File: config.mk
export PLATFORM = sky130hd
export DESIGN_NAME = fbec_counter
export DESIGN_NICKNAME = d
export VERILOG_FILES = /design/src/common/fbec_pkg.sv /design/src/hdl/fbec_len_decode.sv /design/src/hdl/fbec_counter.sv
export VERILOG_INCLUDE_DIRS = /design/src /design/src/common
export SDC_FILE = /design/constraint.sdc
export NUM_CORES = 1
export LEC_CHECK = 0
export BUFFER_PORTS_ARGS = -buffer_cell sky130_fd_sc_hd__buf_2
export CORE_ASPECT_RATIO = 1.25
export CORE_MARGIN = 10
export CORE_UTILIZATION = 32
export CTS_CLUSTER_SIZE = 25
export DETAILED_ROUTE_END_ITERATION = 6
export PLACE_DENSITY = 0.62
export SYNTH_ARGS = -nofsm -noshare
export SYNTH_HDL_FRONTEND = slang
export SYNTH_SLANG_ARGS = --single-unit
File: constraint.sdc
create_clock -name clock_i -period 4.66 [get_ports clock_i]
set_clock_uncertainty 0.05 [all_clocks]
set_input_delay 1.165 -clock clock_i [delete_from_list [all_inputs] [get_ports clock_i]]
set_output_delay 1.165 -clock clock_i [all_outputs]
set_load 0.02 [all_outputs]
File: src/common/fbec_regs.svh
/*
 * Event numbers, unit masks, prefix bytes and timing counts for the
 * front-end and branch event counter.
 * Assumes a single core clock and inclusion by bare name.
 */
`ifndef FBEC_REGS_SVH
`define FBEC_REGS_SVH

// event numbers
`define FBEC_EVT_XLATE      8'h82
`define FBEC_EVT_QUEUE      8'h83
`define FBEC_EVT_FSTALL     8'h86
`define FBEC_EVT_LDSLOW     8'h87
`define FBEC_EVT_BR_EXEC    8'h88
`define FBEC_EVT_BR_MISP    8'h89
`define FBEC_EVT_BR_DMISP   8'h8A
`define FBEC_EVT_CND_EXEC   8'h8B
`define FBEC_EVT_CND_MISP   8'h8C
`define FBEC_EVT_IND_EXEC   8'h8D

// unit masks
`define FBEC_UM_NONE        8'h00
`define FBEC_UM_SMALL       8'h02
`define FBEC_UM_LARGE       8'h10
`define FBEC_UM_MISSES      8'h12
`define FBEC_UM_FLUSH       8'h40
`define FBEC_UM_QFULL       8'h02

// length-changing prefix bytes
`define FBEC_PFX_OPSIZE     8'h66
`define FBEC_PFX_ADDRSIZE   8'h67

// slow length decode takes this many cycles
`define FBEC_SLOW_CYC       3'h6
`define FBEC_CNT_W          48
`define FBEC_CNT_RST        48'h0

`endif

File: src/common/fbec_pkg.sv
/*
 * Types shared by the event counter and its length decode sequencer.
 * Assumes fbec_regs.svh is on the include path.
 */
`include "fbec_regs.svh"

package fbec_pkg;

    // processor operating mode seen by the length decoder
    typedef enum logic [2:0] {
        FBEC_REAL,
        FBEC_BIG_REAL,
        FBEC_PROT16,
        FBEC_PROT32,
        FBEC_LONG64
    } fbec_mode_t;

    // length decoder sequencer states
    typedef enum logic {
        FBEC_LD_IDLE,
        FBEC_LD_SLOW
    } fbec_ld_state_t;

    typedef struct packed {
        fbec_ld_state_t state;
        logic [2:0]     cnt;
        logic           slow;
        logic           done;
        logic           ready;
    } fbec_ld_st_t;

    typedef struct packed {
        logic [`FBEC_CNT_W-1:0] count;
        logic                   fetch_en;
    } fbec_top_st_t;

endpackage

File: src/hdl/fbec_len_decode.sv
/*
 * Instruction length decode sequencer: picks the fast or slow path.
 * Assumes instructions are offered with valid and taken only when ready.
 */
`include "fbec_regs.svh"

module fbec_len_decode
    import fbec_pkg::*;
(
    // clock and reset
    input  wire logic       clock_i,
    input  wire logic       rst_n_i,
    // instruction offered for length decode
    input  wire logic       insn_valid_i,
    input  wire logic [7:0] prefix_i,
    input  wire logic       has_imm_i,
    input  wire logic       has_modrm_i,
    input  wire fbec_mode_t mode_i,
    // status
    output logic            ready_o,
    output logic            done_o,
    output logic            slow_o
);

    fbec_ld_st_t st_ff;
    fbec_ld_st_t nxt_st;
    logic        accept;
    logic        pick_slow;

    // slow path selection from length-changing prefixes
    always_comb begin
        accept    = insn_valid_i && st_ff.ready;
        pick_slow = ((prefix_i == `FBEC_PFX_OPSIZE) && has_imm_i)
                 || ((prefix_i == `FBEC_PFX_ADDRSIZE) && has_modrm_i
                     && (mode_i != FBEC_LONG64));
    end

    // sequencer: fast is one cycle, slow holds for the full slow count
    always_comb begin
        nxt_st      = st_ff;
        nxt_st.done = 1'b0;
        case (st_ff.state)
            FBEC_LD_IDLE: begin
                if (accept && pick_slow) begin
                    nxt_st.state = FBEC_LD_SLOW;
                    nxt_st.cnt   = `FBEC_SLOW_CYC - 3'h1;
                    nxt_st.slow  = 1'b1;
                end else if (accept) begin
                    nxt_st.done  = 1'b1;
                end
            end
            FBEC_LD_SLOW: begin
                if (st_ff.cnt == 3'h0) begin
                    nxt_st.state = FBEC_LD_IDLE;
                    nxt_st.slow  = 1'b0;
                end else begin
                    nxt_st.cnt   = st_ff.cnt - 3'h1;
                    nxt_st.done  = (st_ff.cnt == 3'h1);
                end
            end
            default: begin
                nxt_st.state = FBEC_LD_IDLE;
                nxt_st.slow  = 1'b0;
            end
        endcase
        // no new instruction while the slow path is occupied
        nxt_st.ready = (nxt_st.state == FBEC_LD_IDLE);
    end

    // state register; idle and ready out of reset
    always_ff @(posedge clock_i or negedge rst_n_i) begin
        if (!rst_n_i) begin
            st_ff <= '{state: FBEC_LD_IDLE, cnt: 3'h0, slow: 1'b0, done: 1'b0, ready: 1'b1};
        end else begin
            st_ff <= nxt_st;
        end
    end

    // outputs straight from the state register
    assign ready_o = st_ff.ready;
    assign done_o  = st_ff.done;
    assign slow_o  = st_ff.slow;

    // slow path: six busy cycles, done in the sixth
    AST_SLOW_SIX: assert property (@(posedge clock_i) disable iff (!rst_n_i)
        (accept && pick_slow) |=> (slow_o && !done_o) [*5] ##1 (slow_o && done_o) ##1 !slow_o)
        else $error("slow decode not six cycles");
    AST_FAST_ONE: assert property (@(posedge clock_i) disable iff (!rst_n_i)
        (accept && !pick_slow) |=> (done_o && !slow_o && ready_o))
        else $error("fast decode not one cycle");
    AST_OPSIZE_SLOW: assert property (@(posedge clock_i) disable iff (!rst_n_i)
        (accept && prefix_i == `FBEC_PFX_OPSIZE && has_imm_i) |=> slow_o)
        else $error("opsize prefix with immediate not slow");
    AST_ADDR_SLOW: assert property (@(posedge clock_i) disable iff (!rst_n_i)
        (accept && prefix_i == `FBEC_PFX_ADDRSIZE && has_modrm_i && mode_i != FBEC_LONG64)
        |=> slow_o)
        else $error("addrsize prefix with modrm not slow");

    COV_SLOW: cover property (@(posedge clock_i) disable iff (!rst_n_i) accept && pick_slow);
    COV_FAST: cover property (@(posedge clock_i) disable iff (!rst_n_i) accept && !pick_slow);

endmodule

File: src/hdl/fbec_counter.sv
/*
 * Front-end and branch event selection and counting, with the length
 * decode sequencer beneath it.
 * Assumes all event inputs come from core logic on clock_i, and that
 * event select and mask are held static by software while counting.
 * A change of selection in mid-count mixes two events in one total.
 * The 48-bit count wraps silently; software must read it often enough.
 * A clear reloads zero plus that cycle's increment, so no event is lost.
 */
`include "fbec_regs.svh"

module fbec_counter
    import fbec_pkg::*;
(
    // clock and reset
    input  wire logic                   clock_i,
    input  wire logic                   rst_n_i,
    // software selection and control
    input  wire logic [7:0]             evt_sel_i,
    input  wire logic [7:0]             umask_i,
    input  wire logic                   count_en_i,
    input  wire logic                   count_clr_i,
    // translation buffer and fetch events
    input  wire logic                   xlate_flush_i,
    input  wire logic                   xlate_miss_small_i,
    input  wire logic                   xlate_miss_large_i,
    input  wire logic                   queue_full_i,
    input  wire logic                   fetch_cache_miss_i,
    input  wire logic                   fetch_xlate_miss_i,
    input  wire logic                   fetch_xlate_fault_i,
    input  wire logic                   fetch_stall_other_i,
    // instruction offered for length decode
    input  wire logic                   insn_valid_i,
    input  wire logic [7:0]             prefix_i,
    input  wire logic                   has_imm_i,
    input  wire logic                   has_modrm_i,
    input  wire fbec_mode_t             mode_i,
    // branch execution events
    input  wire logic                   br_exec_i,
    input  wire logic                   br_uop_i,
    input  wire logic                   br_mispred_i,
    input  wire logic                   br_dec_mispred_i,
    input  wire logic                   br_cond_i,
    input  wire logic                   br_indirect_i,
    // results
    output logic [`FBEC_CNT_W-1:0]      count_o,
    output logic                        fetch_en_o,
    output logic                        ld_ready_o,
    output logic                        ld_done_o,
    output logic                        ld_slow_o
);

    fbec_top_st_t st_ff;
    fbec_top_st_t nxt_st;
    logic [1:0]   inc;
    logic         br_real;
    logic         stall;

    // true when the selected event and mask equal a given pair
    function automatic logic sel_is(input logic [7:0] evt, input logic [7:0] um);
        sel_is = (evt_sel_i == evt) && (umask_i == um);
    endfunction

    // true for every implemented pair; written apart from the mux so the
    // idle check does not simply mirror the mux's own fall-through
    function automatic logic pair_known();
        pair_known = sel_is(`FBEC_EVT_XLATE, `FBEC_UM_FLUSH)
                  || sel_is(`FBEC_EVT_XLATE, `FBEC_UM_MISSES)
                  || sel_is(`FBEC_EVT_XLATE, `FBEC_UM_SMALL)
                  || sel_is(`FBEC_EVT_XLATE, `FBEC_UM_LARGE)
                  || sel_is(`FBEC_EVT_QUEUE, `FBEC_UM_QFULL)
                  || sel_is(`FBEC_EVT_FSTALL, `FBEC_UM_NONE)
                  || sel_is(`FBEC_EVT_LDSLOW, `FBEC_UM_NONE)
                  || sel_is(`FBEC_EVT_BR_EXEC, `FBEC_UM_NONE)
                  || sel_is(`FBEC_EVT_BR_MISP, `FBEC_UM_NONE)
                  || sel_is(`FBEC_EVT_BR_DMISP, `FBEC_UM_NONE)
                  || sel_is(`FBEC_EVT_CND_EXEC, `FBEC_UM_NONE)
                  || sel_is(`FBEC_EVT_CND_MISP, `FBEC_UM_NONE)
                  || sel_is(`FBEC_EVT_IND_EXEC, `FBEC_UM_NONE);
    endfunction

    fbec_len_decode fbec_len_decode_i (
        .clock_i      (clock_i),
        .rst_n_i      (rst_n_i),
        .insn_valid_i (insn_valid_i),
        .prefix_i     (prefix_i),
        .has_imm_i    (has_imm_i),
        .has_modrm_i  (has_modrm_i),
        .mode_i       (mode_i),
        .ready_o      (ld_ready_o),
        .done_o       (ld_done_o),
        .slow_o       (ld_slow_o)
    );

    // event mux; pairs not listed add nothing
    always_comb begin
        br_real = br_exec_i && !br_uop_i;
        stall   = fetch_cache_miss_i || fetch_xlate_miss_i
               || fetch_xlate_fault_i || fetch_stall_other_i;
        inc     = 2'h0;
        if (sel_is(`FBEC_EVT_XLATE, `FBEC_UM_FLUSH))
            inc = {1'b0, xlate_flush_i};
        else if (sel_is(`FBEC_EVT_XLATE, `FBEC_UM_MISSES))
            inc = {1'b0, xlate_miss_small_i} + {1'b0, xlate_miss_large_i};
        else if (sel_is(`FBEC_EVT_XLATE, `FBEC_UM_SMALL))
            inc = {1'b0, xlate_miss_small_i};
        else if (sel_is(`FBEC_EVT_XLATE, `FBEC_UM_LARGE))
            inc = {1'b0, xlate_miss_large_i};
        else if (sel_is(`FBEC_EVT_QUEUE, `FBEC_UM_QFULL))
            inc = {1'b0, queue_full_i};
        else if (sel_is(`FBEC_EVT_FSTALL, `FBEC_UM_NONE))
            inc = {1'b0, stall};
        else if (sel_is(`FBEC_EVT_LDSLOW, `FBEC_UM_NONE))
            inc = {1'b0, ld_slow_o};
        else if (sel_is(`FBEC_EVT_BR_EXEC, `FBEC_UM_NONE))
            inc = {1'b0, br_real};
        else if (sel_is(`FBEC_EVT_BR_MISP, `FBEC_UM_NONE))
            inc = {1'b0, br_real && br_mispred_i};
        else if (sel_is(`FBEC_EVT_BR_DMISP, `FBEC_UM_NONE))
            inc = {1'b0, br_real && br_dec_mispred_i};
        else if (sel_is(`FBEC_EVT_CND_EXEC, `FBEC_UM_NONE))
            inc = {1'b0, br_real && br_cond_i};
        else if (sel_is(`FBEC_EVT_CND_MISP, `FBEC_UM_NONE))
            inc = {1'b0, br_real && br_cond_i && br_mispred_i};
        else if (sel_is(`FBEC_EVT_IND_EXEC, `FBEC_UM_NONE))
            inc = {1'b0, br_real && br_indirect_i};
        if (!count_en_i)
            inc = 2'h0;
    end

    // counter and fetch gate; an event in the clear cycle is kept
    always_comb begin
        nxt_st          = st_ff;
        nxt_st.fetch_en = !queue_full_i;
        if (count_clr_i)
            nxt_st.count = `FBEC_CNT_RST + `FBEC_CNT_W'(inc);
        else
            nxt_st.count = st_ff.count + `FBEC_CNT_W'(inc);
    end

    // state register; fetch is allowed out of reset
    always_ff @(posedge clock_i or negedge rst_n_i) begin
        if (!rst_n_i) begin
            st_ff <= '{count: `FBEC_CNT_RST, fetch_en: 1'b1};
        end else begin
            st_ff <= nxt_st;
        end
    end

    // outputs straight from the state register
    assign count_o    = st_ff.count;
    assign fetch_en_o = st_ff.fetch_en;

    // checks on the counter and fetch gate against their causes
    AST_FLUSH_INC: assert property (@(posedge clock_i) disable iff (!rst_n_i)
        (count_en_i && !count_clr_i && sel_is(`FBEC_EVT_XLATE, `FBEC_UM_FLUSH)
         && xlate_flush_i) |=> count_o == $past(count_o) + 48'h1)
        else $error("flush not counted");
    AST_MISS_BOTH: assert property (@(posedge clock_i) disable iff (!rst_n_i)
        (count_en_i && !count_clr_i && sel_is(`FBEC_EVT_XLATE, `FBEC_UM_MISSES)
         && xlate_miss_small_i && xlate_miss_large_i) |=> count_o == $past(count_o) + 48'h2)
        else $error("small and large misses not both counted");
    AST_QFULL_INC: assert property (@(posedge clock_i) disable iff (!rst_n_i)
        (count_en_i && !count_clr_i && sel_is(`FBEC_EVT_QUEUE, `FBEC_UM_QFULL)
         && queue_full_i) [*2] |=> count_o == $past(count_o, 2) + 48'h2)
        else $error("queue full cycles not counted");
    AST_FETCH_GATE: assert property (@(posedge clock_i) disable iff (!rst_n_i)
        queue_full_i |=> !fetch_en_o)
        else $error("fetch allowed while queue full");
    AST_STALL_INC: assert property (@(posedge clock_i) disable iff (!rst_n_i)
        (count_en_i && !count_clr_i && sel_is(`FBEC_EVT_FSTALL, `FBEC_UM_NONE)
         && fetch_xlate_fault_i) |=> count_o == $past(count_o) + 48'h1)
        else $error("fetch stall cycle not counted");
    AST_SLOW_INC: assert property (@(posedge clock_i) disable iff (!rst_n_i)
        (count_en_i && !count_clr_i && sel_is(`FBEC_EVT_LDSLOW, `FBEC_UM_NONE)
         && ld_slow_o) |=> count_o == $past(count_o) + 48'h1)
        else $error("slow decode cycle not counted");
    AST_UOP_EXCL: assert property (@(posedge clock_i) disable iff (!rst_n_i)
        (!count_clr_i && sel_is(`FBEC_EVT_BR_EXEC, `FBEC_UM_NONE) && br_uop_i)
        |=> $stable(count_o))
        else $error("micro-op branch counted");
    AST_CND_MISP: assert property (@(posedge clock_i) disable iff (!rst_n_i)
        (count_en_i && !count_clr_i && sel_is(`FBEC_EVT_CND_MISP, `FBEC_UM_NONE)
         && br_real && br_cond_i && br_mispred_i) |=> count_o == $past(count_o) + 48'h1)
        else $error("conditional mispredict not counted");

    // branch events, each against its own qualifier lines
    AST_BR_EXEC_INC: assert property (@(posedge clock_i) disable iff (!rst_n_i)
        (count_en_i && !count_clr_i && sel_is(`FBEC_EVT_BR_EXEC, `FBEC_UM_NONE)
         && br_exec_i && !br_uop_i) |=> count_o == $past(count_o) + 48'h1)
        else $error("executed branch not counted");
    AST_MISP_INC: assert property (@(posedge clock_i) disable iff (!rst_n_i)
        (count_en_i && !count_clr_i && sel_is(`FBEC_EVT_BR_MISP, `FBEC_UM_NONE)
         && br_exec_i && !br_uop_i && br_mispred_i) |=> count_o == $past(count_o) + 48'h1)
        else $error("mispredicted branch not counted");
    AST_DMISP_INC: assert property (@(posedge clock_i) disable iff (!rst_n_i)
        (count_en_i && !count_clr_i && sel_is(`FBEC_EVT_BR_DMISP, `FBEC_UM_NONE)
         && br_exec_i && !br_uop_i && br_dec_mispred_i) |=> count_o == $past(count_o) + 48'h1)
        else $error("decode mispredict not counted");
    AST_CND_INC: assert property (@(posedge clock_i) disable iff (!rst_n_i)
        (count_en_i && !count_clr_i && sel_is(`FBEC_EVT_CND_EXEC, `FBEC_UM_NONE)
         && br_exec_i && !br_uop_i && br_cond_i) |=> count_o == $past(count_o) + 48'h1)
        else $error("conditional branch not counted");
    AST_IND_INC: assert property (@(posedge clock_i) disable iff (!rst_n_i)
        (count_en_i && !count_clr_i && sel_is(`FBEC_EVT_IND_EXEC, `FBEC_UM_NONE)
         && br_exec_i && !br_uop_i && br_indirect_i) |=> count_o == $past(count_o) + 48'h1)
        else $error("indirect branch not counted");

    // idle, disabled, clear and fetch release behaviour
    AST_UNIMPL: assert property (@(posedge clock_i) disable iff (!rst_n_i)
        (!count_clr_i && !pair_known()) |=> $stable(count_o))
        else $error("unimplemented pair changed count");
    AST_EN_LOW: assert property (@(posedge clock_i) disable iff (!rst_n_i)
        (!count_en_i && !count_clr_i) |=> $stable(count_o))
        else $error("disabled counter changed count");
    AST_CLR_KEEP: assert property (@(posedge clock_i) disable iff (!rst_n_i)
        (count_clr_i && count_en_i && sel_is(`FBEC_EVT_BR_EXEC, `FBEC_UM_NONE)
         && br_exec_i && !br_uop_i) |=> count_o == 48'h1)
        else $error("event in clear cycle lost");
    AST_CLR_DIS: assert property (@(posedge clock_i) disable iff (!rst_n_i)
        (count_clr_i && !count_en_i) |=> count_o == 48'h0)
        else $error("clear while disabled left a count");
    AST_FETCH_FREE: assert property (@(posedge clock_i) disable iff (!rst_n_i)
        !queue_full_i |=> fetch_en_o)
        else $error("fetch held while queue has room");
    AST_BOUND: assert property (@(posedge clock_i) disable iff (!rst_n_i)
        !count_clr_i |=> (count_o - $past(count_o)) <= 48'h2)
        else $error("count step too large");

    COV_BR_EXEC: cover property (@(posedge clock_i) disable iff (!rst_n_i)
        sel_is(`FBEC_EVT_BR_EXEC, `FBEC_UM_NONE) && br_real && count_en_i);
    COV_QFULL: cover property (@(posedge clock_i) disable iff (!rst_n_i)
        queue_full_i [*3]);
    COV_CLR_EVT: cover property (@(posedge clock_i) disable iff (!rst_n_i)
        count_clr_i && inc != 2'h0);

endmodule

==> results.rst <==
.. list-table::
   :header-rows: 1

   * - Metric
     - Value
   * - Outcome
     - finished, final reports clean
   * - CTS Hold Bufs
     - 0
   * - Max cap viols
     - 0
   * - Instance count of the mapped netlist
     - 356
   * - Mean area per synthesized cell
     - 9.10 um2
   * - Layout area overhead
     - 27.2%
   * - HPWL reported at the end of detailed placement
     - 6950 um
   * - Final Core Density
     - 0.412
   * - 1st-pass router iterations
     - 4
   * - Longest individual stage delay on the worst path
     - 0.60 ns
   * - Proportion of register bits with asynchronous set or reset after synthesis
     - 1.00
   * - Total clock sinks
     - 56
   * - CTS tree
     - built
   * - Core area
     - 0.0100 mm2
   * - Worst-case vdd ir drop
     - 0.141 mV
   * - IO Pins
     - 100
   * - Sequence of cells on the critical path
     - buf_2, nor4b_1, a32o_1, a2bb2oi_1, o41ai_1, a21o_1, ha_1, inv_1, fa_1, or4b_1, nor4_4, or4b_1, a21oi_1
   * - Library cell appearing most often on the critical path
     - or4b_1
   * - Area of all placed cells without fillers
     - 0.00412 mm2
   * - Top library cells by usage in the layout, fill and taps aside
     - 99 x buf_2, 54 x dfrtp_1, 43 x nor2_1, 31 x nand2_1, 22 x a21oi_1
   * - Setup-violating endpoint count in the final report
     - 0
   * - Die Span Y
     - 132 um
   * - Root buffer cell
     - clkbuf_16
   * - Worst hold path startpoint
     - fbec_len_decode_i.st_ff[4]
   * - Final ANT Viol Nets
     - 0
   * - Total track usage
     - 0.121
   * - Overall via count from detail_route
     - 3,077
   * - Most frequently used flop master after synthesis
     - dfrtp_1
   * - Post-Synth Adder-Cell Area
     - 0.0294
   * - CTS-repair resized insts
     - 0
   * - Final total negative setup slack
     - 0 ns
   * - CTS clk-pin slew, worst paths
     - 0.08 ns
   * - Setup slack, reg-to-reg
     - 1.47 ns
   * - H-Tree Level Count
     - 2
   * - Buffers inserted by post-CTS timing repair
     - 0
   * - # DRC
     - 0
   * - Post-route total power
     - 0.995 mW
   * - Cell depth of the worst flop-to-flop path
     - 11
   * - Proportion of synthesized area in mux cells
     - 0.0127
   * - Post-synthesis share of cell area spent on and, or, nand and nor gates
     - 0.305
   * - Cell Pwr Density
     - 241 mW/mm2
   * - Worst slew pin tran
     - 0.680 ns
   * - Total of warnings raised by yosys
     - 0
   * - Cell area after placement
     - 0.00395 mm2
   * - Total clock buffers created by CTS
     - 5
   * - Slew HR
     - 0.547
   * - Number of standard-cell rows in the floorplan
     - 41
   * - Crit path from
     - evt_sel_i[2]
   * - Gp weighted congestion
     - 0.842
   * - Routed wirelength normalized by instance count
     - 15.3 um
   * - Class of the most critical hold timing path
     - reg -> reg
   * - Die outline width
     - 110 um
   * - Sequential cell area fraction in the yosys report
     - 0.433
   * - Final Hold Vio Count
     - 0
   * - Largest net degree at the start of global routing
     - 50
   * - Tmin final
     - 4.42 ns
   * - Slowest stage cell on the critical path
     - or4b_1
   * - Reg-to-Reg End
     - count_o[40]
   * - Arrival time of data at the critical path endpoint
     - 4.59 ns
   * - Via count of the first global-routing pass
     - 3,106
   * - Fraction of layout cells with a size suffix above 1
     - 0.284
   * - Worst hold slack across all endpoints
     - 0.463 ns
   * - Achievable frequency
     - 226 MHz
   * - Fin. max-slew vios
     - 0
   * - Wire length after detailed routing
     - 9050 um
   * - Largest family of logic cells by synthesized area
     - simple AND/OR/NAND/NOR gates
   * - Number of distinct library cells after synthesis
     - 52
   * - R2R Path Start
     - fbec_len_decode_i.slow_o
   * - Hold Crit Depth
     - 1
   * - Number of antenna violations at the first check in global routing
     - 0
   * - Crit path kind
     - in -> reg
   * - Synth Area in XOR/XNOR
     - 0.0757
   * - Average via count per standard cell
     - 5.19
   * - Synth Net Count
     - 411
   * - Final period utilization
     - 0.948
   * - Critical Path End Type
     - flop
   * - Fraction of the mapped netlist area in compound gates
     - 0.111
   * - Buffers on Ports
     - 99
   * - Post-synth EDFFs
     - 0
   * - Worst min-delay path endpoint
     - fbec_len_decode_i.st_ff[4]
   * - Leakage power
     - 1.93 nW
   * - RSZ-0062 raised after global routing
     - no
   * - First-pass GRT wire length
     - 14,600 um
   * - Kind of start point of the critical path
     - input port
   * - Commonest non-fill, non-tap cell in the layout
     - buf_2
   * - Starting density of the core
     - 0.324
   * - # nets final
     - 518
   * - Largest fanout on the critical path
     - 9
   * - Antenna diode count
     - 0
   * - Clock latency on the worst-skew pair
     - 0.30 ns
   * - Starting DRT DRC Count
     - 161
   * - Flop and latch count out of synthesis
     - 56
   * - Maximum count of clock buffers along a single path
     - 2
   * - Congestion Overflow GR
     - 0
   * - WP data required
     - 4.83 ns
   * - Netlist Area Pre-Place
     - 0.00324 mm2
   * - Die Outline Area
     - 0.0146 mm2
area by class of cell:
| type | instances | area [um2] |
|---|---|---|
| Fill cell | 1014 | 5880 |
| Multi-Input combinational cell | 272 | 1730 |
| Sequential cell | 56 | 1400 |
| Timing Repair Buffer | 114 | 608 |
| Tap cell | 129 | 161 |
| Clock buffer | 5 | 125 |
| Inverter | 14 | 52.6 |
| Clock inverter | 3 | 42.5 |
routing by layer:
| metal | track usage | vias to the layer above | wire (um) |
|---|---|---|---|
| li1 | - | 1511 | - |
| met1 | 0.141 | 1470 | 3830 |
| met2 | 0.205 | 87 | 4420 |
| met3 | 0.0418 | 9 | 696 |
| met4 | 0.0297 | 0 | 109 |
| met5 | 0 | - | 0 |
power breakdown:
part | total (mW) | switching, mW | leakage, nW | internal (mW)
clock | 0.434 | 0.181 | 0.0798 | 0.253
sequential | 0.491 | 0.00185 | 0.773 | 0.489
combinational | 0.0705 | 0.0409 | 1.08 | 0.0296
through the flow:
stage	setup slack (ns)	std cells
4_1_cts	0.290	593
6_report	0.241	593
3_5_place_dp	-0.00218	585
3_3_place_gp	0.0924	585
2_1_floorplan	0.0677	356
5_1_grt	0.156	593
critical path, delay by kind of cell:
| kind | cells | cell delay [ns] |
|---|---|---|
| compound gates | 5 | 0.76 |
| fa+ha+maj | 2 | 0.54 |
| buf+inv | 2 | 0.22 |
| simple gates | 4 | 1.92 |
Yosys cell counts (10+ instances only):
library cell / n / share of area
clkbuf_1: 11 / 0.013
nand4_1: 13 / 0.025
a21oi_1: 22 / 0.034
nor4_1: 10 / 0.019
o21ai_0: 14 / 0.022
nand3_1: 18 / 0.028
dfrtp_1: 54 / 0.42
nor2_1: 43 / 0.050
nand2_1: 31 / 0.036
xor2_1: 13 / 0.035
xnor2_1: 15 / 0.041
inv_1: 14 / 0.016
sequential cells by signal, summed over array words and instances, names as in the netlist:
name and count:
fbec_len_decode_i.done_o 1, count_o 48, fbec_len_decode_i.ready_o 1, fetch_en_o 1, fbec_len_decode_i.st_ff 4, fbec_len_decode_i.slow_o 1
cell families (layout without fill, tap and decap cells):
group	Yosys count	in the layout
AND/OR/NAND/NOR	175	175
AO/OA/AOI/OAI	58	58
flip-flops	56	56
XOR/XNOR	28	28
buffers and inverters	28	136
adder cells (fa/ha/maj)	7	7
multiplexers	4	4
how the worst max path moves through the flow:
stage	slack [ns]	cells after the start	end
floorplan	0.07	14	count_o[38]
global placement	0.09	13	count_o[40]
detailed placement	-0.002	13	count_o[40]
CTS	0.29	13	count_o[40]
global route	0.16	13	count_o[40]
finish	0.24	13	count_o[40]
No activity file was read; power rests on OpenSTA's default activity.
